[src/rtl/two_wire_pkg.sv]
// Shared constants for the two-wire status and recovery unit.
package two_wire_pkg;
  // Register map on the AXI4-Lite slave.
  localparam int         ADDR_W      = 5;
  localparam logic [4:0] CTRL_OFF    = 5'h00;
  localparam logic [4:0] STAT_OFF    = 5'h04;
  localparam logic [4:0] OWN_OFF     = 5'h08;
  localparam logic [4:0] DATA_OFF    = 5'h0C;
  localparam int         START_BIT   = 0;
  localparam int         STOP_BIT    = 1;
  localparam int         INT_BIT     = 2;
  localparam int         ACK_BIT     = 3;
  localparam logic [7:0] OWN_RST     = 8'h00;
  localparam logic [7:0] DATA_RST    = 8'h00;
  localparam logic [1:0] RESP_OKAY   = 2'h0;
  localparam logic [1:0] RESP_SLVERR = 2'h2;
  // Status codes.
  localparam logic [7:0] ST_NONE      = 8'hF8;
  localparam logic [7:0] ST_BUS_ERR   = 8'h00;
  localparam logic [7:0] ST_START     = 8'h08;
  localparam logic [7:0] ST_RSTART    = 8'h10;
  localparam logic [7:0] ST_MADDR_ACK = 8'h18;
  localparam logic [7:0] ST_MADDR_NAK = 8'h20;
  localparam logic [7:0] ST_LOST      = 8'h38;
  localparam logic [7:0] ST_SLV_W     = 8'h60;
  localparam logic [7:0] ST_LOST_W    = 8'h68;
  localparam logic [7:0] ST_GCALL     = 8'h70;
  localparam logic [7:0] ST_LOST_GC   = 8'h78;
  localparam logic [7:0] ST_SLV_R     = 8'hA8;
  localparam logic [7:0] ST_LOST_R    = 8'hB0;
  localparam logic [7:0] ST_TX_ACK    = 8'hB8;
  localparam logic [7:0] ST_TX_NAK    = 8'hC0;
  localparam logic [7:0] ST_TX_LAST   = 8'hC8;
  // Line timing.
  localparam int         CLK_NS         = 4;
  localparam int         HALF_BIT_NS    = 5000;
  localparam int         HALF_BIT_CYC   = (HALF_BIT_NS + CLK_NS - 1) / CLK_NS;
  localparam int         TICK_W         = 11;
  localparam logic [2:0] RECOVERY_EDGES = 3'h4;
endpackage

[src/rtl/line_if.sv]
// Conditioned bus line levels and events passed from the monitor to the controller.
`timescale 1ns/10ps
interface line_if;
  logic sclLevel;
  logic sdaLevel;
  logic sclRise;
  logic sclFall;
  logic startSeen;
  logic stopSeen;
  modport mon (output sclLevel, sdaLevel, sclRise, sclFall, startSeen, stopSeen);
  modport ctl (input sclLevel, sdaLevel, sclRise, sclFall, startSeen, stopSeen);
endinterface

[src/rtl/line_monitor.sv]
// Synchronises the bus lines and finds the clock edges, START and STOP.
`timescale 1ns/10ps
module line_monitor (
  // Clock and reset
  input  wire logic core_clk,
  input  wire logic rst,
  // Bus pins
  input  wire logic sclIn,
  input  wire logic sdaIn,
  // Conditioned lines
  line_if.mon       lines
);
  typedef struct packed {
    logic sclMeta;
    logic sclSync;
    logic sclPrev;
    logic sdaMeta;
    logic sdaSync;
    logic sdaPrev;
  } mon_t;

  mon_t mon_q;
  mon_t mon_d;

  always_comb begin
    mon_d = mon_q;
    mon_d.sclMeta = sclIn;
    mon_d.sclSync = mon_q.sclMeta;
    mon_d.sclPrev = mon_q.sclSync;
    mon_d.sdaMeta = sdaIn;
    mon_d.sdaSync = mon_q.sdaMeta;
    mon_d.sdaPrev = mon_q.sdaSync;
  end

  // Lines reset high so an idle bus shows no false event.
  always_ff @(posedge core_clk) begin
    if (rst) begin
      mon_q <= '1;
    end else begin
      mon_q <= mon_d;
    end
  end

  assign lines.sclLevel  = mon_q.sclSync;
  assign lines.sdaLevel  = mon_q.sdaSync;
  assign lines.sclRise   = mon_q.sclSync & ~mon_q.sclPrev;
  assign lines.sclFall   = ~mon_q.sclSync & mon_q.sclPrev;
  assign lines.startSeen = mon_q.sclSync & mon_q.sclPrev & mon_q.sdaPrev & ~mon_q.sdaSync;
  assign lines.stopSeen  = mon_q.sclSync & mon_q.sclPrev & ~mon_q.sdaPrev & mon_q.sdaSync;
endmodule

[src/rtl/half_bit_timer.sv]
// Free running strobe that paces the clock edges the unit drives as master.
`timescale 1ns/10ps
module half_bit_timer import two_wire_pkg::*; (
  // Clock and reset
  input  wire logic core_clk,
  input  wire logic rst,
  // Strobe, one cycle every half bit
  output logic      tick
);
  typedef struct packed {
    logic [TICK_W-1:0] count;
    logic              tick;
  } timer_t;

  timer_t timer_q;
  timer_t timer_d;

  always_comb begin
    timer_d = timer_q;
    timer_d.tick = 1'b0;
    if (timer_q.count == TICK_W'(HALF_BIT_CYC - 1)) begin
      timer_d.count = '0;
      timer_d.tick = 1'b1;
    end else begin
      timer_d.count = timer_q.count + 1'b1;
    end
  end

  always_ff @(posedge core_clk) begin
    if (rst) begin
      timer_q <= '0;
    end else begin
      timer_q <= timer_d;
    end
  end

  assign tick = timer_q.tick;
endmodule

[src/rtl/two_wire_unit.sv]
// Two-wire unit: status code, bus error, slave transmit and master recovery.
//
// The placing of the registers and the AXI4-Lite interface to the registers were decided locally.
`timescale 1ns/10ps
module two_wire_unit import two_wire_pkg::*; (
  // Clock and reset
  input  wire logic              core_clk,
  input  wire logic              rst,
  // AXI4-Lite write channels
  input  wire logic [ADDR_W-1:0] awaddr,
  input  wire logic              awvalid,
  output logic                   awready,
  input  wire logic [31:0]       wdata,
  input  wire logic [3:0]        wstrb,
  input  wire logic              wvalid,
  output logic                   wready,
  output logic [1:0]             bresp,
  output logic                   bvalid,
  input  wire logic              bready,
  // AXI4-Lite read channels
  input  wire logic [ADDR_W-1:0] araddr,
  input  wire logic              arvalid,
  output logic                   arready,
  output logic [31:0]            rdata,
  output logic [1:0]             rresp,
  output logic                   rvalid,
  input  wire logic              rready,
  // Bus pins, open drain
  input  wire logic              sclIn,
  output logic                   sclOut,
  output logic                   sclOe,
  input  wire logic              sdaIn,
  output logic                   sdaOut,
  output logic                   sdaOe
);
  typedef enum logic [3:0] {
    IDLE, ADDR, SACK, STX_WAIT, STX, SDONE, SRX, START,
    START2, CLK, MHOLD, MTX, STOP, RSTART, ERR
  } state_t;

  typedef struct packed {
    state_t     state;
    logic [7:0] code;
    logic       intFlag;
    logic       startReq;
    logic       stopReq;
    logic       ackEnable;
    logic [7:0] ownAddr;
    logic [7:0] txData;
    logic [7:0] shift;
    logic [7:0] rxByte;
    logic [3:0] bitCnt;
    logic       phase;
    logic       lostArb;
    logic       lastByte;
    logic       isRead;
    logic       repStart;
    logic       busy;
    logic [2:0] edges;
    logic       sclDrive;
    logic       sdaDrive;
    logic       pinLow;
    logic       awready;
    logic       wready;
    logic       bvalid;
    logic [1:0] bresp;
    logic       arready;
    logic       rvalid;
    logic [31:0] rdata;
    logic [1:0] rresp;
  } unit_t;

  unit_t regs_q;
  unit_t regs_d;
  logic  tick;
  logic  busErr;

  line_if lines ();

  line_monitor monitor (
    .core_clk (core_clk),
    .rst      (rst),
    .sclIn    (sclIn),
    .sdaIn    (sdaIn),
    .lines    (lines)
  );

  half_bit_timer timer (
    .core_clk (core_clk),
    .rst      (rst),
    .tick     (tick)
  );

  ////////////////////////////////////////////////////////////////////////////////
  // Decoders.

  function automatic logic mapped(input logic [ADDR_W-1:0] addr);
    mapped = (addr == CTRL_OFF) || (addr == STAT_OFF) ||
             (addr == OWN_OFF) || (addr == DATA_OFF);
  endfunction

  function automatic logic addrMatch(input logic [7:0] rx, input logic [7:0] own);
    addrMatch = (rx[7:1] == own[7:1]) || (rx[7:1] == 7'h00 && own[0]);
  endfunction

  function automatic logic [7:0] slaveCode(input logic rd, input logic gc, input logic lost);
    if (rd) begin
      slaveCode = lost ? ST_LOST_R : ST_SLV_R;
    end else if (gc) begin
      slaveCode = lost ? ST_LOST_GC : ST_GCALL;
    end else begin
      slaveCode = lost ? ST_LOST_W : ST_SLV_W;
    end
  endfunction

  ////////////////////////////////////////////////////////////////////////////////
  // Next state.

  always_comb begin
    regs_d = regs_q;
    busErr = 1'b0;
    regs_d.pinLow = 1'b0;

    // Register bus: write ready for one cycle once address and data are both offered, read ready once the address is.
    regs_d.awready = 1'b0;
    regs_d.wready = 1'b0;
    regs_d.arready = 1'b0;
    if (awvalid && wvalid && !regs_q.awready && !regs_q.bvalid) begin
      regs_d.awready = 1'b1;
      regs_d.wready = 1'b1;
    end
    if (regs_q.bvalid && bready) begin
      regs_d.bvalid = 1'b0;
    end
    if (regs_q.awready) begin
      regs_d.bvalid = 1'b1;
      regs_d.bresp = mapped(awaddr) ? RESP_OKAY : RESP_SLVERR;
      if (wstrb[0] && awaddr == CTRL_OFF) begin
        regs_d.startReq = wdata[START_BIT];
        regs_d.stopReq = wdata[STOP_BIT];
        regs_d.ackEnable = wdata[ACK_BIT];
        if (!wdata[INT_BIT]) begin
          regs_d.intFlag = 1'b0;
        end
      end
      if (wstrb[0] && awaddr == OWN_OFF) begin
        regs_d.ownAddr = wdata[7:0];
      end
      if (wstrb[0] && awaddr == DATA_OFF) begin
        regs_d.txData = wdata[7:0];
      end
    end
    if (arvalid && !regs_q.arready && !regs_q.rvalid) begin
      regs_d.arready = 1'b1;
    end
    if (regs_q.rvalid && rready) begin
      regs_d.rvalid = 1'b0;
    end
    if (regs_q.arready) begin
      regs_d.rvalid = 1'b1;
      regs_d.rresp = mapped(araddr) ? RESP_OKAY : RESP_SLVERR;
      regs_d.rdata = '0;
      unique case (araddr)
        CTRL_OFF: regs_d.rdata[3:0] = {regs_q.ackEnable, regs_q.intFlag,
                                        regs_q.stopReq, regs_q.startReq};
        STAT_OFF: regs_d.rdata[7:0] = regs_q.intFlag ? regs_q.code : ST_NONE;
        OWN_OFF:  regs_d.rdata[7:0] = regs_q.ownAddr;
        DATA_OFF: regs_d.rdata[7:0] = regs_q.rxByte;
        default:  regs_d.rdata = '0;
      endcase
    end

    // Bus occupancy as seen from the lines.
    if (lines.startSeen) begin
      regs_d.busy = 1'b1;
    end else if (lines.stopSeen) begin
      regs_d.busy = 1'b0;
    end

    unique case (regs_q.state)
      IDLE: begin
        regs_d.sclDrive = 1'b0;
        regs_d.sdaDrive = 1'b0;
        regs_d.lostArb = 1'b0;
        if (regs_q.stopReq) begin
          regs_d.stopReq = 1'b0;
          if (regs_q.startReq) begin
            regs_d.busy = 1'b0;
          end
        end else if (lines.startSeen) begin
          regs_d.state = ADDR;
          regs_d.bitCnt = '0;
        end else if (regs_q.startReq && !regs_q.busy && !regs_q.intFlag) begin
          regs_d.state = START;
          regs_d.repStart = 1'b0;
        end
      end
      ADDR: begin
        if (lines.stopSeen || (lines.startSeen && regs_q.bitCnt != 4'h0)) begin
          busErr = regs_q.lostArb;
          regs_d.state = lines.stopSeen ? IDLE : ADDR;
          regs_d.bitCnt = '0;
        end else if (lines.sclRise && regs_q.bitCnt < 4'h8) begin
          regs_d.rxByte = {regs_q.rxByte[6:0], lines.sdaLevel};
          regs_d.bitCnt = regs_q.bitCnt + 4'h1;
        end else if (lines.sclFall && regs_q.bitCnt == 4'h8) begin
          if (regs_q.ackEnable && addrMatch(regs_q.rxByte, regs_q.ownAddr)) begin
            regs_d.sdaDrive = 1'b1;
            regs_d.isRead = regs_q.rxByte[0];
            regs_d.state = SACK;
          end else begin
            regs_d.state = IDLE;
            if (regs_q.lostArb) begin
              regs_d.code = ST_LOST;
              regs_d.intFlag = 1'b1;
            end
          end
        end
      end
      SACK: begin
        if (lines.startSeen || lines.stopSeen) begin
          busErr = 1'b1;
        end else if (lines.sclFall) begin
          regs_d.code = slaveCode(regs_q.isRead, regs_q.rxByte[7:1] == 7'h00,
                                  regs_q.lostArb);
          regs_d.intFlag = 1'b1;
          regs_d.sclDrive = 1'b1;
          regs_d.sdaDrive = 1'b0;
          regs_d.lostArb = 1'b0;
          regs_d.state = regs_q.isRead ? STX_WAIT : SRX;
        end
      end
      STX_WAIT: begin
        if (!regs_q.intFlag) begin
          regs_d.shift = regs_q.txData;
          regs_d.lastByte = !regs_q.ackEnable;
          regs_d.bitCnt = '0;
          regs_d.sdaDrive = !regs_q.txData[7];
          regs_d.sclDrive = 1'b0;
          regs_d.state = STX;
        end
      end
      STX: begin
        if (lines.startSeen || lines.stopSeen) begin
          busErr = 1'b1;
        end else if (lines.sclRise && regs_q.bitCnt == 4'h8) begin
          regs_d.phase = !lines.sdaLevel;
        end else if (lines.sclFall && regs_q.bitCnt == 4'h8) begin
          regs_d.intFlag = 1'b1;
          regs_d.sclDrive = 1'b1;
          if (!regs_q.phase) begin
            regs_d.code = ST_TX_NAK;
            regs_d.state = SDONE;
          end else if (regs_q.lastByte) begin
            regs_d.code = ST_TX_LAST;
            regs_d.state = SDONE;
          end else begin
            regs_d.code = ST_TX_ACK;
            regs_d.state = STX_WAIT;
          end
        end else if (lines.sclFall) begin
          regs_d.bitCnt = regs_q.bitCnt + 4'h1;
          regs_d.shift = {regs_q.shift[6:0], 1'b0};
          regs_d.sdaDrive = (regs_q.bitCnt < 4'h7) && !regs_q.shift[6];
        end
      end
      SDONE: begin
        if (!regs_q.intFlag) begin
          regs_d.sclDrive = 1'b0;
          regs_d.state = IDLE;
        end
      end
      SRX: begin
        if (!regs_q.intFlag) begin
          regs_d.sclDrive = 1'b0;
        end
        if (lines.stopSeen || lines.startSeen) begin
          regs_d.sclDrive = 1'b0;
          regs_d.bitCnt = '0;
          regs_d.state = lines.startSeen ? ADDR : IDLE;
        end
      end
      START: begin
        regs_d.sclDrive = 1'b0;
        if (tick && !lines.sdaLevel) begin
          regs_d.state = CLK;
          regs_d.edges = '0;
        end else if (tick && lines.sclLevel) begin
          regs_d.sdaDrive = 1'b1;
          regs_d.state = START2;
        end
      end
      START2: begin
        if (tick) begin
          regs_d.sclDrive = 1'b1;
          regs_d.code = regs_q.repStart ? ST_RSTART : ST_START;
          regs_d.intFlag = 1'b1;
          regs_d.state = MHOLD;
        end
      end
      CLK: begin
        if (tick) begin
          regs_d.edges = regs_q.edges + 3'h1;
          regs_d.sclDrive = !regs_q.sclDrive;
          if (regs_q.edges == RECOVERY_EDGES - 3'h1) begin
            regs_d.sclDrive = 1'b0;
            regs_d.repStart = 1'b0;
            regs_d.state = START;
          end
        end
      end
      MHOLD: begin
        regs_d.bitCnt = '0;
        regs_d.phase = 1'b0;
        if (!regs_q.intFlag) begin
          if (regs_q.stopReq) begin
            regs_d.state = STOP;
          end else if (regs_q.startReq) begin
            regs_d.state = RSTART;
          end else begin
            regs_d.shift = regs_q.txData;
            regs_d.lostArb = 1'b0;
            regs_d.state = MTX;
          end
        end
      end
      MTX: begin
        if (lines.startSeen || lines.stopSeen) begin
          busErr = 1'b1;
        end else if (tick && !regs_q.phase) begin
          regs_d.sdaDrive = (regs_q.bitCnt < 4'h8) && !regs_q.shift[7];
          regs_d.sclDrive = 1'b0;
          regs_d.phase = 1'b1;
        end else if (tick && lines.sclLevel) begin
          regs_d.rxByte = {regs_q.rxByte[6:0], lines.sdaLevel};
          regs_d.bitCnt = regs_q.bitCnt + 4'h1;
          regs_d.shift = {regs_q.shift[6:0], 1'b0};
          regs_d.sclDrive = 1'b1;
          regs_d.phase = 1'b0;
          if (regs_q.bitCnt < 4'h8 && !regs_q.sdaDrive && !lines.sdaLevel) begin
            regs_d.lostArb = 1'b1;
            regs_d.sclDrive = 1'b0;
            regs_d.state = ADDR;
          end else if (regs_q.bitCnt == 4'h8) begin
            regs_d.code = lines.sdaLevel ? ST_MADDR_NAK : ST_MADDR_ACK;
            regs_d.intFlag = 1'b1;
            regs_d.state = MHOLD;
          end
        end
      end
      STOP: begin
        if (tick && regs_q.bitCnt == 4'h0) begin
          regs_d.sdaDrive = 1'b1;
          regs_d.bitCnt = 4'h1;
        end else if (tick && regs_q.bitCnt == 4'h1) begin
          regs_d.sclDrive = 1'b0;
          regs_d.bitCnt = 4'h2;
        end else if (tick && lines.sclLevel) begin
          regs_d.sdaDrive = 1'b0;
          regs_d.stopReq = 1'b0;
          regs_d.state = IDLE;
        end
      end
      RSTART: begin
        if (lines.startSeen && regs_q.bitCnt != 4'h0) begin
          regs_d.sclDrive = 1'b0;
          regs_d.sdaDrive = 1'b0;
          regs_d.state = IDLE;
        end else if (tick && regs_q.bitCnt == 4'h0) begin
          regs_d.sdaDrive = 1'b0;
          regs_d.bitCnt = 4'h1;
        end else if (tick && regs_q.bitCnt == 4'h1) begin
          regs_d.sclDrive = 1'b0;
          regs_d.bitCnt = 4'h2;
        end else if (tick && lines.sclLevel) begin
          if (!lines.sdaLevel) begin
            regs_d.edges = '0;
            regs_d.state = CLK;
          end else begin
            regs_d.sdaDrive = 1'b1;
            regs_d.repStart = 1'b1;
            regs_d.state = START2;
          end
        end
      end
      ERR: begin
        regs_d.sclDrive = 1'b0;
        regs_d.sdaDrive = 1'b0;
        if (!regs_q.intFlag && regs_q.stopReq) begin
          regs_d.stopReq = 1'b0;
          regs_d.state = IDLE;
        end
      end
      default: begin
        busErr = 1'b1;
      end
    endcase

    // Bus error: release both lines at once, no STOP, flag 00H.
    if (busErr) begin
      regs_d.code = ST_BUS_ERR;
      regs_d.intFlag = 1'b1;
      regs_d.sclDrive = 1'b0;
      regs_d.sdaDrive = 1'b0;
      regs_d.lostArb = 1'b0;
      regs_d.state = ERR;
    end
  end

  ////////////////////////////////////////////////////////////////////////////////
  // State register.

  always_ff @(posedge core_clk) begin
    if (rst) begin
      regs_q <= '0;
      regs_q.state <= IDLE;
      regs_q.code <= ST_NONE;
      regs_q.ownAddr <= OWN_RST;
      regs_q.txData <= DATA_RST;
    end else begin
      regs_q <= regs_d;
    end
  end

  assign awready = regs_q.awready;
  assign wready  = regs_q.wready;
  assign bvalid  = regs_q.bvalid;
  assign bresp   = regs_q.bresp;
  assign arready = regs_q.arready;
  assign rvalid  = regs_q.rvalid;
  assign rdata   = regs_q.rdata;
  assign rresp   = regs_q.rresp;
  assign sclOut  = regs_q.pinLow;
  assign sclOe   = regs_q.sclDrive;
  assign sdaOut  = regs_q.pinLow;
  assign sdaOe   = regs_q.sdaDrive;
endmodule

[config.mk]
export PLATFORM = sky130hd
export DESIGN_NAME = two_wire_unit
export DESIGN_NICKNAME = d
export VERILOG_FILES = /design/src/rtl/two_wire_pkg.sv /design/src/rtl/line_if.sv /design/src/rtl/line_monitor.sv /design/src/rtl/half_bit_timer.sv /design/src/rtl/two_wire_unit.sv
export SDC_FILE = /design/constraint.sdc
export NUM_CORES = 1
export LEC_CHECK = 0
export BUFFER_PORTS_ARGS = -buffer_cell sky130_fd_sc_hd__buf_2
export CAP_MARGIN = 10
export CORE_UTILIZATION = 45
export CTS_CLUSTER_SIZE = 25
export DETAILED_ROUTE_END_ITERATION = 10
export GPL_ROUTABILITY_DRIVEN = 0
export GPL_TIMING_DRIVEN = 0
export PLACE_DENSITY = 0.66
export SLEW_MARGIN = 10
export SYNTH_ARGS = -nofsm -noshare
export SYNTH_HDL_FRONTEND = slang
export SYNTH_SLANG_ARGS = --single-unit
[constraint.sdc]
create_clock -name core_clk -period 5.2 [get_ports core_clk]
set_clock_uncertainty 0.05 [all_clocks]
set_input_delay 0.78 -clock core_clk [delete_from_list [all_inputs] [get_ports core_clk]]
set_output_delay 0.78 -clock core_clk [all_outputs]
set_load 0.1 [all_outputs]
==> flow_summary.json <==
{
  "area_delta_synth_final_pct": 14.1,
  "nets": 866,
  "tns_ns": 0,
  "yosys-top-cells-area": "dfxtp_1, mux2i_1, nor2_1, buf_4, nand2_1",
  "pwr-share-seq": 0.294,
  "worstMarginPinSlew_ns": 0.945,
  "cts-root-buf": "clkbuf_16",
  "grt_start_max_net_pins": 18,
  "syn_inst": 723,
  "chipWidth_microns": 116,
  "synth-edff-count": 0,
  "switching_share": 0.427,
  "grt-busiest-layer": "met2",
  "clk_latency_ns": 0.35,
  "num_io_pins": 100,
  "cts_made_buffers": 9,
  "ys.warnings.count": 0,
  "cts.sinks": 92,
  "power_leakage_nw": 2.85,
  "ant_nets": 0,
  "worst_ep_required_time_ns": 5.35,
  "switching_power_mw": 1.15,
  "wl_per_cell_microns": 17.4,
  "use_met2": 0.409,
  "dp_hpwl_microns": 12900,
  "cap_viol_max_count": 0,
  "grt_usage": 0.260,
  "clock.fmax_ghz": 0.359,
  "routed_wirelength_microns": 17100,
  "rsz0062_at_grt": "false",
  "ys_ff_latch": 92,
  "maxSlewHeadroom": 0.364,
  "core_area_sq_um": 12700,
  "use_met3": 0.0524,
  "setup_violations": 0,
  "cts_resized": 0,
  "intPower_mw": 1.55,
  "startpoint_type": "register",
  "dp.cells": 965,
  "cp_max_fo": 5,
  "async_reset_ff_frac": 0,
  "cts_tree": "built",
  "initial_core_util": 0.465,
  "grt_pass1_wl_microns": 27100,
  "p_per_area_nw_per_um2": 402,
  "cts_max_level": 3,
  "finalMaxSlewViolations": 0,
  "fin_crit_ns": 2.79,
  "grt_antenna_before_repair": 0,
  "post-cts-setup-buffer-count": 0,
  "gr-total-overflow": 0,
  "worstSetupEndpointType": "register",
  "drc_errors": 0,
  "drtIter0Drc": 535,
  "synthesis.area_sq_um": 5890,
  "layout-drive-gt1-share": 0.194,
  "synthMostInstantiatedCell": "nor2_1",
  "stdcell_count": 981,
  "num_rows": 41,
  "post-route-period-util": 0.536,
  "viasPerCell": 5.87,
  "cts_hold_buf": 0,
  "io_buffer_count": 43,
  "grt_use_met1": 0.337,
  "synth-seq-area-share": 0.313,
  "synth_cell_types": 92,
  "p_comb_frac": 0.464,
  "p_clk_frac": 0.241,
  "ir_drop_mv": 0.191,
  "clkSlewWorstSetupHoldPaths_ns": 0.07,
  "arrival_ns": 2.94,
  "diodes": 0,
  "grt_pass1_vias": 5367,
  "status": "finished, final reports clean",
  "dr.pass1.iters": 5,
  "dieArea_sq_um": 13500,
  "min_path_type": "register to register",
  "ys.flop_type": "dfxtp_1",
  "synth_top_cell_area_share": 0.313,
  "cts.path.max_buffers": 2,
  "die_h_microns": 116,
  "synth_common_cells": "nor2_1, dfxtp_1, nand2_1",
  "syn_area_per_cell_sq_um": 8.14,
  "critical_path_class": "register to register",
  "num_vias": 5760,
  "synth_top_area_cell": "dfxtp_1",
  "hold_viol_final": 0
}
cell type report:
cell class              instances  area [sq um]
clock buffers                  10           239
inverters                      15          56.3
flip-flops and latches         92          1840
plain buffers                  84           551
clock inverters                 6          60.1
fillers                      1232          5950
repair buffers                 43           215
well taps                     172           215
multi-input cells             559          3540
cells by family after synthesis:
logic type | share of synthesized area
and+or+nand+nor | 0.274
AOI/OAI and AO/OA | 0.188
buffers and inverters | 0.103
DFF | 0.313
muxes | 0.0759
xor gates and xnor gates | 0.0312
adders and majority gates | 0.0149
other | 0.000637
path summary, 6_finish.rpt:
path / from / to / slack (ns) / cells after the start
worst max-delay path: regs_q[53]$_SDFFE_PP0P_ / regs_q[102]$_SDFFE_PP0P_ / 2.41 / 8
worst min-delay path: monitor.mon_d[1]$_SDFF_PP1_ / monitor.lines.sdaLevel$_SDFF_PP1_ / 0.36 / 1
worst max register to register: regs_q[53]$_SDFFE_PP0P_ / regs_q[102]$_SDFFE_PP0P_ / 2.41 / 8
worst min register to register: monitor.mon_d[1]$_SDFF_PP1_ / monitor.lines.sdaLevel$_SDFF_PP1_ / 0.36 / 1
placed cells by master, fill, tap and decap left out, types with 8 or more instances in the layout:
cell	synthesis	routed
a211oi_1	12	12
a21oi_1	38	38
a22oi_1	8	8
buf_2	11	54
buf_4	41	41
buf_6	9	9
clkbuf_1	19	19
clkbuf_16	0	9
conb_1	1	28
dfxtp_1	92	92
inv_1	14	14
mux2i_1	39	39
nand2_1	63	63
nand2b_1	16	16
nand3_1	14	14
nor2_1	100	100
nor2b_1	14	14
nor3_1	13	13
o21ai_0	24	24
or2_2	9	9
xnor2_1	16	16
flip-flops by register name, indices dropped and copies added (netlist names), 2 cells and up:
register,count
rdata,8
monitor.mon_q,2
regs_q,58
monitor.mon_d,2
timer.timer_q,11
power groups by stage:
stage	Combinational (mW)	Sequential, mW	Clock, mW
2_1_floorplan	0.909	0.850	0
3_3_place_gp	1.19	0.806	0
3_5_place_dp	1.21	0.809	0
4_1_cts	1.21	0.793	0.661
5_1_grt	1.32	0.801	0.691
6_report	1.25	0.794	0.651
worst max-delay path, stage by stage (launching register included):
cell	delay (ns)
dfxtp_1	0.36
inv_1	0.09
ha_1	0.23
nor3b_1	0.45
o21ai_0	0.28
and4_1	0.32
or4_1	0.49
nor4_1	0.30
a211oi_1	0.09
through the flow:
| stage | power [mW] | instance area, sq um | setup slack, ns | hold slack (ns) | util |
|---|---|---|---|---|---|
| floorplan | 1.76 | 5990 | 2.44 | 0.339 | - |
| global placement | 1.99 | 6420 | 2.54 | 0.341 | 0.507 |
| detailed placement | 2.02 | 6420 | 2.50 | 0.345 | 0.507 |
| CTS | 2.67 | 6720 | 2.48 | 0.361 | 0.530 |
| global route | 2.81 | 6720 | 2.28 | 0.393 | 0.530 |
| finish | 2.70 | 6720 | 2.41 | 0.359 | 0.530 |
routing by layer:
layer	share of wire	vias up
li1	-	2683
met1	0.42	2655
met2	0.45	343
met3	0.092	79
met4	0.042	0
met5	0	-
(Power assumes the default switching activity.)
